## src/include/metering_pkg.sv

```systemverilog
// Package for the metering mode and interrupt control register bank.
// Assumes a 16-bit register view carried in the low bits of a 32-bit Avalon-MM word.
package metering_pkg;
  // Register indices; byte address is four times the index
  localparam logic [5:0] IDX_MODE = 6'h09;
  localparam logic [5:0] IDX_IRQ_ENABLE = 6'h0a;
  localparam logic [5:0] IDX_IRQ_FLAG = 6'h0b;
  localparam logic [5:0] IDX_IRQ_CLEAR = 6'h0c;
  // Mode field positions
  localparam int MODE_CH2_SHORT = 9;
  localparam int MODE_SWAP = 10;
  localparam int MODE_RATE_LO = 11;
  localparam int MODE_SRC_LO = 13;
  localparam int MODE_POS_ONLY = 15;
  // Power-on default of the mode register; fields 9..15 start at zero
  localparam logic [15:0] MODE_RESET = 16'h000c;
  // Interrupt flag layout
  localparam int FLAG_RESET_DONE = 6;
  localparam logic [15:0] FLAG_VALID = 16'h7fff;
  localparam logic [15:0] FLAG_IRQ_CAPABLE = 16'h7fbf;
  // Waveform source codes
  localparam logic [1:0] SRC_POWER = 2'h0;
  localparam logic [1:0] SRC_CH1 = 2'h2;
  localparam logic [1:0] SRC_CH2 = 2'h3;
  // Waveform rate divider base: code n divides by 128 << n
  localparam int RATE_BASE_LOG2 = 7;
  // Decoded mode controls, carried together
  typedef struct packed {
    logic ch2_input_short;
    logic swap;
    logic [1:0] waveform_rate_select;
    logic [1:0] waveform_source_select;
    logic positive_only_accumulate;
  } mode_ctrl_t;
endpackage

```

## src/hdl/metering_mode_and_irq_control.sv

```systemverilog
// Mode register upper half and interrupt status/enable bank, Avalon-MM slave.
// Assumes event inputs and reset_done_i are one-cycle pulses on sys_clk_i.
//
// Summary of operation
// - Swap bit routes channel 2 to converter 1.
// - Source field picks power, channel 1 or 2.
// - Bit 15 accumulates only positive power.
// - Mode fields load power-on defaults.
// - Each event except event_i[6] sets its sticky status flag.
// - Enabled set flag other than reset-done drives interrupt low.
// - Enable 0x0A, status 0x0B, clearing view 0x0C.
// - Reset-done flag never raises the interrupt.
// - Flags in bits 0..14, bit 15 reserved.
//
// Implementation choice: the Avalon-MM interface to the registers.
`timescale 1ns/1ps
module metering_mode_and_irq_control #(
  parameter int SAMPLE_W = 24
) (
  input wire logic sys_clk_i,
  input wire logic reset_n_i,
  // Avalon-MM slave, word addressed by byte address
  input wire logic [7:0] address_i,
  input wire logic read_i,
  input wire logic write_i,
  input wire logic [31:0] writedata_i,
  input wire logic [3:0] byteenable_i,
  output logic [31:0] readdata_o,
  output logic waitrequest_o,
  output logic [1:0] response_o,
  // Interrupt events, one bit per flag; event_i[6] is ignored
  input wire logic [14:0] event_i,
  // Software reset completion pulse, same clock
  input wire logic reset_done_i,
  // Signed power sample used by the accumulation gate
  input wire logic [SAMPLE_W-1:0] power_i,
  input wire logic power_valid_i,
  input wire logic [SAMPLE_W-1:0] ch1_i,
  input wire logic [SAMPLE_W-1:0] ch2_i,
  // Converter input routing
  output logic conv1_takes_ch2_o,
  output logic conv2_takes_ch1_o,
  output logic ch2_input_short_o,
  // Power term gated for the energy accumulator
  output logic [SAMPLE_W-1:0] accum_power_o,
  output logic accum_valid_o,
  // Waveform register
  output logic [SAMPLE_W-1:0] waveform_o,
  output logic waveform_strobe_o,
  output metering_pkg::mode_ctrl_t mode_o,
  // Interrupt request, active low
  output logic irq_n_o
);
  logic [15:0] mode_reg; // Full mode word; all 16 bits stored, bits 9..15 decoded
  logic [15:0] irq_enable_mask; // Enable bits
  logic [15:0] irq_flag; // Sticky flags
  logic [15:0] next_flag; // Flags after this cycle's set and clear
  logic [15:0] clear_mask; // Bits cleared by a read of the clearing view
  logic [15:0] raw_events; // Event pulses aligned to flag positions
  logic [31:0] next_readdata; // Decoded read word
  logic [1:0] next_response; // Decoded read/write response
  logic access_done; // Access is answered this cycle
  logic [SAMPLE_W-1:0] wave_sample;
  logic wave_strobe;
  metering_pkg::mode_ctrl_t ctrl; // Decoded mode fields

  // Address decode used by both read and write paths
  function automatic logic hit(input logic [7:0] addr, input logic [5:0] idx);
    hit = (addr[7:2] == idx);
  endfunction

  // Byte-enable merge for a 16-bit register in the low lanes
  function automatic logic [15:0] merge16(input logic [15:0] old, input logic [31:0] wd,
                                          input logic [3:0] be);
    merge16 = {be[1] ? wd[15:8] : old[15:8], be[0] ? wd[7:0] : old[7:0]};
  endfunction

  // Field decode of the mode word
  always_comb
  begin
    ctrl.ch2_input_short = mode_reg[metering_pkg::MODE_CH2_SHORT];
    ctrl.swap = mode_reg[metering_pkg::MODE_SWAP];
    ctrl.waveform_rate_select = mode_reg[metering_pkg::MODE_RATE_LO +: 2];
    ctrl.waveform_source_select = mode_reg[metering_pkg::MODE_SRC_LO +: 2];
    ctrl.positive_only_accumulate = mode_reg[metering_pkg::MODE_POS_ONLY];
  end

  // Waitrequest holds one cycle so every access answers on the second edge
  always_ff @(posedge sys_clk_i or negedge reset_n_i)
  begin
    if (!reset_n_i)
      waitrequest_o <= 1'b1;
    else if ((read_i || write_i) && waitrequest_o)
      waitrequest_o <= 1'b0;
    else
      waitrequest_o <= 1'b1;
  end

  assign access_done = (read_i || write_i) && !waitrequest_o;

  // Mode register write
  always_ff @(posedge sys_clk_i or negedge reset_n_i)
  begin
    if (!reset_n_i)
      mode_reg <= metering_pkg::MODE_RESET;
    else if (access_done && write_i && hit(address_i, metering_pkg::IDX_MODE))
      mode_reg <= merge16(mode_reg, writedata_i, byteenable_i);
  end

  // Enable register write; reserved bit 15 never stores
  always_ff @(posedge sys_clk_i or negedge reset_n_i)
  begin
    if (!reset_n_i)
      irq_enable_mask <= 16'h0000;
    else if (access_done && write_i && hit(address_i, metering_pkg::IDX_IRQ_ENABLE))
      irq_enable_mask <= merge16(irq_enable_mask, writedata_i, byteenable_i)
                         & metering_pkg::FLAG_VALID;
  end

  // Event vector; reset completion lands on its own flag position
  always_comb
  begin
    raw_events = {1'b0, event_i} & metering_pkg::FLAG_VALID;
    raw_events[metering_pkg::FLAG_RESET_DONE] = reset_done_i;
  end

  // Reading the clearing view clears exactly the flags returned.
  // The read word was latched one edge before the accept edge, so a flag
  // that rose in between is not in it; clearing from the live flags would
  // drop that event unseen. The latched word is the mask instead.
  always_comb
  begin
    clear_mask = 16'h0000;
    if (access_done && read_i && hit(address_i, metering_pkg::IDX_IRQ_CLEAR))
      clear_mask = readdata_o[15:0];
    // A new event in the clearing cycle survives
    next_flag = (irq_flag & ~clear_mask) | raw_events;
  end

  // Sticky flags; the reset-done flag comes up on a reset_done_i pulse
  always_ff @(posedge sys_clk_i or negedge reset_n_i)
  begin
    if (!reset_n_i)
      irq_flag <= 16'h0000;
    else
      irq_flag <= next_flag;
  end

  // Flag view held through hardware reset, cleared on the first edge after release.
  // Limitation: this view is not sticky; a host that must see it
  // has to read the status word right after reset ends.
  logic boot_pending;
  always_ff @(posedge sys_clk_i or negedge reset_n_i)
  begin
    if (!reset_n_i)
      boot_pending <= 1'b1;
    else
      boot_pending <= 1'b0;
  end

  // Interrupt output; reset-done bit masked out of the request
  always_ff @(posedge sys_clk_i or negedge reset_n_i)
  begin
    if (!reset_n_i)
      irq_n_o <= 1'b1;
    else
      irq_n_o <= ~|(next_flag & irq_enable_mask & metering_pkg::FLAG_IRQ_CAPABLE);
  end

  // Read data decode; unmapped addresses answer zero with a slave error
  always_comb
  begin
    next_readdata = 32'h0000_0000;
    next_response = 2'h0;
    if (hit(address_i, metering_pkg::IDX_MODE))
      next_readdata = {16'h0000, mode_reg};
    else if (hit(address_i, metering_pkg::IDX_IRQ_ENABLE))
      next_readdata = {16'h0000, irq_enable_mask};
    else if (hit(address_i, metering_pkg::IDX_IRQ_FLAG) ||
             hit(address_i, metering_pkg::IDX_IRQ_CLEAR))
      next_readdata = {16'h0000, irq_flag | {15'h0000, boot_pending} << 6};
    else
      next_response = 2'h2;
  end

  // Registered read answer, valid on the edge waitrequest is low
  always_ff @(posedge sys_clk_i or negedge reset_n_i)
  begin
    if (!reset_n_i)
    begin
      readdata_o <= 32'h0000_0000;
      response_o <= 2'h0;
    end
    else if ((read_i || write_i) && waitrequest_o)
    begin
      readdata_o <= read_i ? next_readdata : 32'h0000_0000;
      response_o <= next_response;
    end
  end

  // Converter routing and input short
  always_ff @(posedge sys_clk_i or negedge reset_n_i)
  begin
    if (!reset_n_i)
    begin
      conv1_takes_ch2_o <= 1'b0;
      conv2_takes_ch1_o <= 1'b0;
      ch2_input_short_o <= 1'b0;
      mode_o <= '0;
    end
    else
    begin
      conv1_takes_ch2_o <= ctrl.swap;
      conv2_takes_ch1_o <= ctrl.swap;
      ch2_input_short_o <= ctrl.ch2_input_short;
      mode_o <= ctrl;
    end
  end

  // Accumulation gate; negative power zeroed in positive-only mode
  always_ff @(posedge sys_clk_i or negedge reset_n_i)
  begin
    if (!reset_n_i)
    begin
      accum_power_o <= '0;
      accum_valid_o <= 1'b0;
    end
    else
    begin
      accum_valid_o <= power_valid_i;
      if (ctrl.positive_only_accumulate && power_i[SAMPLE_W-1])
        accum_power_o <= '0;
      else
        accum_power_o <= power_i;
    end
  end

  waveform_sampler #(
    .SAMPLE_W(SAMPLE_W)
  ) u_sampler (
    .sys_clk_i(sys_clk_i),
    .reset_n_i(reset_n_i),
    .rate_i(ctrl.waveform_rate_select),
    .source_i(ctrl.waveform_source_select),
    .power_i(power_i),
    .ch1_i(ch1_i),
    .ch2_i(ch2_i),
    .sample_o(wave_sample),
    .strobe_o(wave_strobe)
  );

  // Waveform register output stage
  always_ff @(posedge sys_clk_i or negedge reset_n_i)
  begin
    if (!reset_n_i)
    begin
      waveform_o <= '0;
      waveform_strobe_o <= 1'b0;
    end
    else
    begin
      waveform_o <= wave_sample;
      waveform_strobe_o <= wave_strobe;
    end
  end
endmodule // metering_mode_and_irq_control

```

## src/hdl/waveform_sampler.sv

```systemverilog
// Waveform sample selector and rate timer.
// Assumes samples arrive on sys_clk_i and the rate code is stable between writes.
`timescale 1ns/1ps
module waveform_sampler #(
  parameter int SAMPLE_W = 24
) (
  input wire logic sys_clk_i,
  input wire logic reset_n_i,
  input wire logic [1:0] rate_i,
  input wire logic [1:0] source_i,
  input wire logic [SAMPLE_W-1:0] power_i,
  input wire logic [SAMPLE_W-1:0] ch1_i,
  input wire logic [SAMPLE_W-1:0] ch2_i,
  output logic [SAMPLE_W-1:0] sample_o,
  output logic strobe_o
);
  // Free-running divider; 10 bits cover the slowest rate of 1024
  logic [9:0] div_cnt;
  logic [9:0] div_last;

  // Terminal count from the rate code
  always_comb
  begin
    div_last = 10'((1 << (metering_pkg::RATE_BASE_LOG2 + int'(rate_i))) - 1);
  end

  // Divider; restarts when a faster code shortens the period under it
  always_ff @(posedge sys_clk_i or negedge reset_n_i)
  begin
    if (!reset_n_i)
      div_cnt <= 10'h000;
    else if (div_cnt >= div_last)
      div_cnt <= 10'h000;
    else
      div_cnt <= div_cnt + 10'h001;
  end

  // Latch the selected source at each rate tick; reserved code keeps the old sample
  always_ff @(posedge sys_clk_i or negedge reset_n_i)
  begin
    if (!reset_n_i)
    begin
      sample_o <= '0;
      strobe_o <= 1'b0;
    end
    else
    begin
      strobe_o <= (div_cnt >= div_last);
      if (div_cnt >= div_last)
      begin
        unique case (source_i)
          metering_pkg::SRC_POWER: sample_o <= power_i;
          metering_pkg::SRC_CH1: sample_o <= ch1_i;
          metering_pkg::SRC_CH2: sample_o <= ch2_i;
          default: sample_o <= sample_o;
        endcase
      end
    end
  end
endmodule // waveform_sampler

```

## config.mk

```make
export PLATFORM = sky130hd
export DESIGN_NAME = metering_mode_and_irq_control
export DESIGN_NICKNAME = d
export VERILOG_FILES = /design/src/include/metering_pkg.sv /design/src/hdl/metering_mode_and_irq_control.sv /design/src/hdl/waveform_sampler.sv
export SDC_FILE = /design/constraint.sdc
export NUM_CORES = 1
export LEC_CHECK = 0
export BUFFER_PORTS_ARGS = -buffer_cell sky130_fd_sc_hd__buf_2
export CORE_MARGIN = 10
export CORE_UTILIZATION = 50
export DETAILED_ROUTE_END_ITERATION = 7
export PLACE_DENSITY = 0.8
export RECOVER_POWER = 50
export SLEW_MARGIN = 20
export SYNTH_ARGS = -nofsm -noshare
export SYNTH_HDL_FRONTEND = slang
export SYNTH_SLANG_ARGS = --single-unit
```

## constraint.sdc

```tcl
create_clock -name sys_clk_i -period 3.8 [get_ports sys_clk_i]
set_input_delay 0.38 -clock sys_clk_i [delete_from_list [all_inputs] [get_ports sys_clk_i]]
set_output_delay 0.38 -clock sys_clk_i [all_outputs]
set_load 0.02 [all_outputs]
```

== Word-level counts from Yosys, hierarchy flattened ==
Cells that the tools add are included.
Cells by class
  add/sub/neg operators: 3
  multipliers: 0
  divide/modulo/power cells: 0
  magnitude comparators: 1
  equal/unequal tests: 6
  shift operators: 1
  multiplexer cells: 12
  bitwise gates (word level): 5
  reductions and logical operators: 20
Operators with widths (number)
  one-hot mux 24 bit (3 select lines): 1
  two-way mux 32 bit: 2
  two-way mux 16 bit: 3
  << shifter 1 x 32 -> 10 bit, first input constant: 1
  equality test 6 x 4 -> 1 bit, second input constant: 4
  two-way mux 24 bit: 1
  bitwise AND 16 bit: 1
  NOT 16 bit: 1
  bitwise OR 16 x 15 -> 16 bit: 1
  bitwise OR 16 x 7 -> 16 bit: 1
  bitwise AND 15 bit: 1
  OR reduction 14 bit: 1
  adder 10 x 1 -> 10 bit, second input constant: 1
  >= comparator 10 bit: 1
  two-way mux 10 bit: 1
  AND reduction 2 bit: 5
  subtractor 10 x 2 -> 10 bit, second input constant: 1
  logical AND 1 bit: 8
  two-way mux 2 bit: 3
  adder 3 x 2 -> 4 bit, first input constant: 1
  equality test 2 bit, second input constant: 2
  nonzero test 3 bit: 1
  zero test 1 bit: 2
  zero test 2 bit: 1
  other kinds (2): 3
Word-level totals
  register bits after elaboration: 176
  latch bits: 0
  memory bits (writable): 0
  bits in read-only memories: 0
  bits of input ports: 137
  output and inout bits: 96
  word-level logic and storage cells: 70
  memories: 0

== Longest topological paths before layout ==
  word-level depth: 11
  mapped depth: 9
  gate-level depth less buffers: 7

== Cells and area by module ==
Synthesis repeated with hierarchy kept, for this count alone.
Second synthesis, totals
  cell total of the unflattened synthesis: 591
  area, all modules: 6929.1 um2
Modules (own cells, without submodules)
  metering_mode_and_irq_control: instances 1, cells an instance 357, area each 4688.2 um2, sequential area each 3109.2 um2
  waveform_sampler: instances 1, cells an instance 234, area each 2240.9 um2, sequential area each 875.8 um2

== Worst setup path after synthesis ==
No wires, ideal clock.
  path type: input port to flip-flop
  start point: input port address_i[7]
  end point: register irq_enable_mask[0]
  library setup time: 125 ps
  arrival: 2081 ps
  data required time: 3675 ps
  path slack: 1594 ps
  stages: 6
  buffers on the path: 2
  cells stage by stage: or3b_4 -> buf_2 -> nor4b_2 -> and3_1 -> buf_4 -> mux2_2
On the way
  cells in the longest elaborated chain, start to end: 3
Ends and longest elaborated chain
  start: declaration: RTL line metering_mode_and_irq_control.sv:23  | input wire logic [7:0] address_i,
  equality test 6 x 4 -> 1 bit: RTL line metering_mode_and_irq_control.sv:69  | hit = (addr[7:2] == idx);
  logical AND 1 bit: RTL line metering_mode_and_irq_control.sv:115  | else if (access_done && write_i && hit(address_i, metering_pkg::IDX_IRQ_ENABLE))
  AND reduction 2 bit (no line)
  end signal: assignment: RTL line metering_mode_and_irq_control.sv:116  | irq_enable_mask <= merge16(irq_enable_mask, writedata_i, byteenable_i)
  end: declaration: RTL line metering_mode_and_irq_control.sv:55  | logic [15:0] irq_enable_mask;
Every way passes these cells.
A chain may end at the register's enable or synchronous reset.

== Worst setup path in the final report ==
  start point: register mode_reg[13]
  end point: register u_sampler.sample_o[22]
On the way
  cells in the longest elaborated chain, start to end: 3
  elaborated cells between the ends (all ways): 6
  classes of those cells: eq/ne: 2; mux: 1; reduce/logical: 3
Ends and longest elaborated chain
  start: declaration: RTL line metering_mode_and_irq_control.sv:54  | logic [15:0] mode_reg;
  start signal: assignment: RTL line metering_mode_and_irq_control.sv:105  | mode_reg <= metering_pkg::MODE_RESET;
  start signal: assignment: RTL line metering_mode_and_irq_control.sv:107  | mode_reg <= merge16(mode_reg, writedata_i, byteenable_i);
  equality test 2 bit or zero test 2 bit (tied branches): RTL line waveform_sampler.sv:51  | unique case (source_i)
  nonzero test 3 bit (no line)
  AND reduction 2 bit (no line)
  end signal: assignment: RTL line waveform_sampler.sv:52  | metering_pkg::SRC_POWER: sample_o <= power_i;
  end signal: assignment: RTL line waveform_sampler.sv:53  | metering_pkg::SRC_CH1: sample_o <= ch1_i;
  end signal: assignment: RTL line waveform_sampler.sv:54  | metering_pkg::SRC_CH2: sample_o <= ch2_i;
  end: declaration: RTL line waveform_sampler.sv:14  | output logic [SAMPLE_W-1:0] sample_o,
Parallel ways exist; a longest one is shown, timed or not.

==> reports/qor.yml <==
outcome:
  status: "complete, but fails checks"
  violations_in_the_final_reports: "max-capacitance violations, max-slew violations"
synthesis:
  synth_cells: 589
  post-synth-top-count-cell: "dfrtp_1"
  yosys-top-cells-count: "dfrtp_1, nand2_1, o21ai_0, mux2_2, mux2i_1"
  yosysSeqAreaShare: 0.5949
  synth_area_mm2: 0.006699
  synth_ff_type: "dfrtp_1"
  synth_top_cell_by_area: "dfrtp_1"
  synth-async-reset-ratio: 1.000
  syn_avg_cell_area_um2: 11.37
  top_area_cell_type_share_of_the_netlist_area: 0.5753
  ys_types: 49
  synth-seq-cells: 159
  number_of_enable_flip_flop_cells_after_synthesis: 0
  main_area_contributors_after_synthesis: "dfrtp_1, o21ai_0, nand2_1"
  ys_warn_count: 0
sta:
  postLayoutSetupSlackWorst_ns: 1.183
  timing.final.setup_violations: 0
  tightestPinTransition_ns: 2.433
  finalHoldViolCount: 0
  timing_max_transition_violations_final: 183
  max_freq_mhz: 382.2
  setup_repair_after_global_routing_missed_its_margin: "false"
  worst_relative_slew_slack: -0.6218
  timing.setup.tns_ns: 0
  final_min_period_over_clock_period: 0.6886
  finalCriticalPeriod_ns: 2.617
  skew_ns: 0.009929
placed_design:
  detailed_place_hpwl_um: 13340
  final_wtd_congestion: 0.9094
  post-place-cells: 940
  place_ws_ns: 1.080
  place.port_buffers: 194
pwr:
  p_sw_uw: 1013
  power_per_cell_area_mw_per_mm2: 474.3
  power.combinational.fraction: 0.111
  p_total_uw: 3961
  pwr-share-seq: 0.466
  intPower_uw: 2948
  pwr-share-clk: 0.423
  max-vdd-ir-drop_v: 0.0003229
  power.share.switching: 0.2557
  power.leakage_uw: 0.004212
critical_path:
  start_kind: "flip-flop"
  crit_path_max_fanout: 26
  crit_arrival_ns: 2.94
  critical_path_top_delay_cell: "clkbuf_1"
  critical_path.cell_chain: "clkbuf_1 > mux2i_1 > nand2_1 > o21ai_0 > o21ai_0"
  required_ns: 4.12
  worst_path_most_repeated_cell: "o21ai_0"
  family_with_the_most_delay_on_the_worst_path: "buffers and inverters"
  timing.critical_path.slowest_cell_delay_ns: 1.41
  timing.critical_path.buf_inv: 1
  setup.worst_path.end_class: "flip-flop"
  worstSetupPathType: "flip-flop to flip-flop"
floorplan:
  initial_utilization: 0.5079
  boundaryPins: 233
  row_count: 42
  die_area_mm2: 0.01843
  die_width_um: 135.8
  height_of_the_die_um: 135.8
  core-area_mm2: 0.01319
clocking:
  worst_skew_pair.late_latency_ns: 0.42
  cts.reportedPaths.clkPinSlew_ns: 0.06
  clockRootBuffer: "clkbuf_16"
  cts-resized-gates: 0
  cts_buffers: 17
  clockBufferDepth: 2
  tritoncts: "done"
  h-tree-depth: 4
  cts_sinks: 159
  cts_hold_buf: 0
  postCtsSetupRepairBufs: 0
global_routing:
  grt_start_max_net_pins: 103
  grt.overflow.total: 0
  first_global_vias: 5420
  grt_use_total: 0.1935
  antenna_violations_before_repair: 0
  grt_pass1_wl_um: 28060
cells_and_area:
  fraction_of_the_core_area_covered_by_cells_at_the_end_of_the_flow: 0.6331
  antenna_cells_inserted: 0
  largestRegisters: "accum_power_o: 24 flops, u_sampler.sample_o: 24 flops, waveform_o: 24 flops"
  syn_to_final_growth_pct: 24.65
  net_count_of_the_finished_layout: 929
  final_layout_size_suffix_gt1_frac: 0.3379
  final_std_cells_w_o_fill: 972
route:
  detailedRoute.firstIterationViolations: 384
  antenna_left: 0
  post-route-drc-count: 0
  postRouteWirelength_um: 17840
  routed_via_density: 5.380
  routedWlPerCell_um: 18.35
  drtPass1Iterations: 6
  detailroute.via_count: 5229
min_path:
  min_path_type: "input port to flip-flop"
flow_run:
  cap_violations: 3
[path summary, 6_finish.rpt]
path | cells past startpoint | endpoint | slack (ns) | from
max in group asynchronous | 2 | irq_flag[6] | 1.31 | reset_n_i
min reg2reg | 0 | waveform_strobe_o | 0.35 | u_sampler.strobe_o
max | 5 | u_sampler.sample_o[22] | 1.18 | mode_reg[13]
min in group asynchronous | 1 | mode_o[6] | 0.69 | reset_n_i
min | 1 | accum_valid_o | 0.07 | power_valid_i
max reg2reg | 5 | u_sampler.sample_o[22] | 1.18 | mode_reg[13]
[per-layer routing]
layer | GRT usage | share of wire | up-vias
li1 | - | - | 2404
met1 | 0.2144 | 0.38 | 2531
met2 | 0.3048 | 0.48 | 269
met3 | 0.09866 | 0.12 | 25
met4 | 0.08792 | 0.017 | 0
met5 | 0 | 0 | -
[layout make-up]
class	instances	area (um2)
clock buffer	20	446.7
clock inverter	12	136.4
fill	1070	4840
inverter	10	37.54
multi-input combinational	391	2496
sequential	159	3985
tap	176	220.2
timing repair buffer	204	1028
[cells in the final DEF, fill, tap and decap left out, drive strengths merged, types with 4 or more instances in the layout]
cell type and count:
a21o 13, a21oi 5, a222oi 15, a31oi 5, and2 23, and3 4
buf 197, clkbuf 27, clkinv 6, conb 22, dfrtp 154, dfstp 5
ha 9, inv 12, mux2 29, mux2i 24, nand2 88, nand2b 7
nand3 5, nor2 17, nor2b 4, nor4 6, o21ai 80, xnor2 4
xor2 4
[kinds of logic (layout without fill, tap and decap cells)]
kind of cell	count (synthesis)	in the layout	synth area share
XOR/XNOR	8	8	0.01046
adder cells (fa/ha/maj)	9	9	0.01681
AO/OA/AOI/OAI	129	129	0.1199
other	1	22	0.0005598
multiplexers	53	53	0.08461
buffers and inverters	60	246	0.04707
flip-flops	159	159	0.5949
AND/OR/NAND/NOR	170	170	0.1257
[stage by stage]
step | hold slack [ns] | area [um2]
2_1_floorplan | 0.08441 | 6778
3_3_place_gp | 0.3403 | 7791
3_5_place_dp | 0.3419 | 7791
4_1_cts | 0.04406 | 8374
5_1_grt | 0.04865 | 8351
6_report | 0.06519 | 8351
[power by group through the flow]
stage	sequential, uW	combinational (uW)	clock (uW)
after floorplan	1900	231	0
after global placement	1870	424	0
after detailed placement	1870	441	0
after CTS	1840	444	1700
after global routing	1850	495	1790
final	1840	441	1680
[worst reg2reg max path: stages (launching register included)]
cell,delay [ns]
dfrtp_1,0.34
clkbuf_1,1.41
mux2i_1,0.29
nand2_1,0.14
o21ai_0,0.10
o21ai_0,0.26
Note: power is estimated with default switching activity, not from simulation.
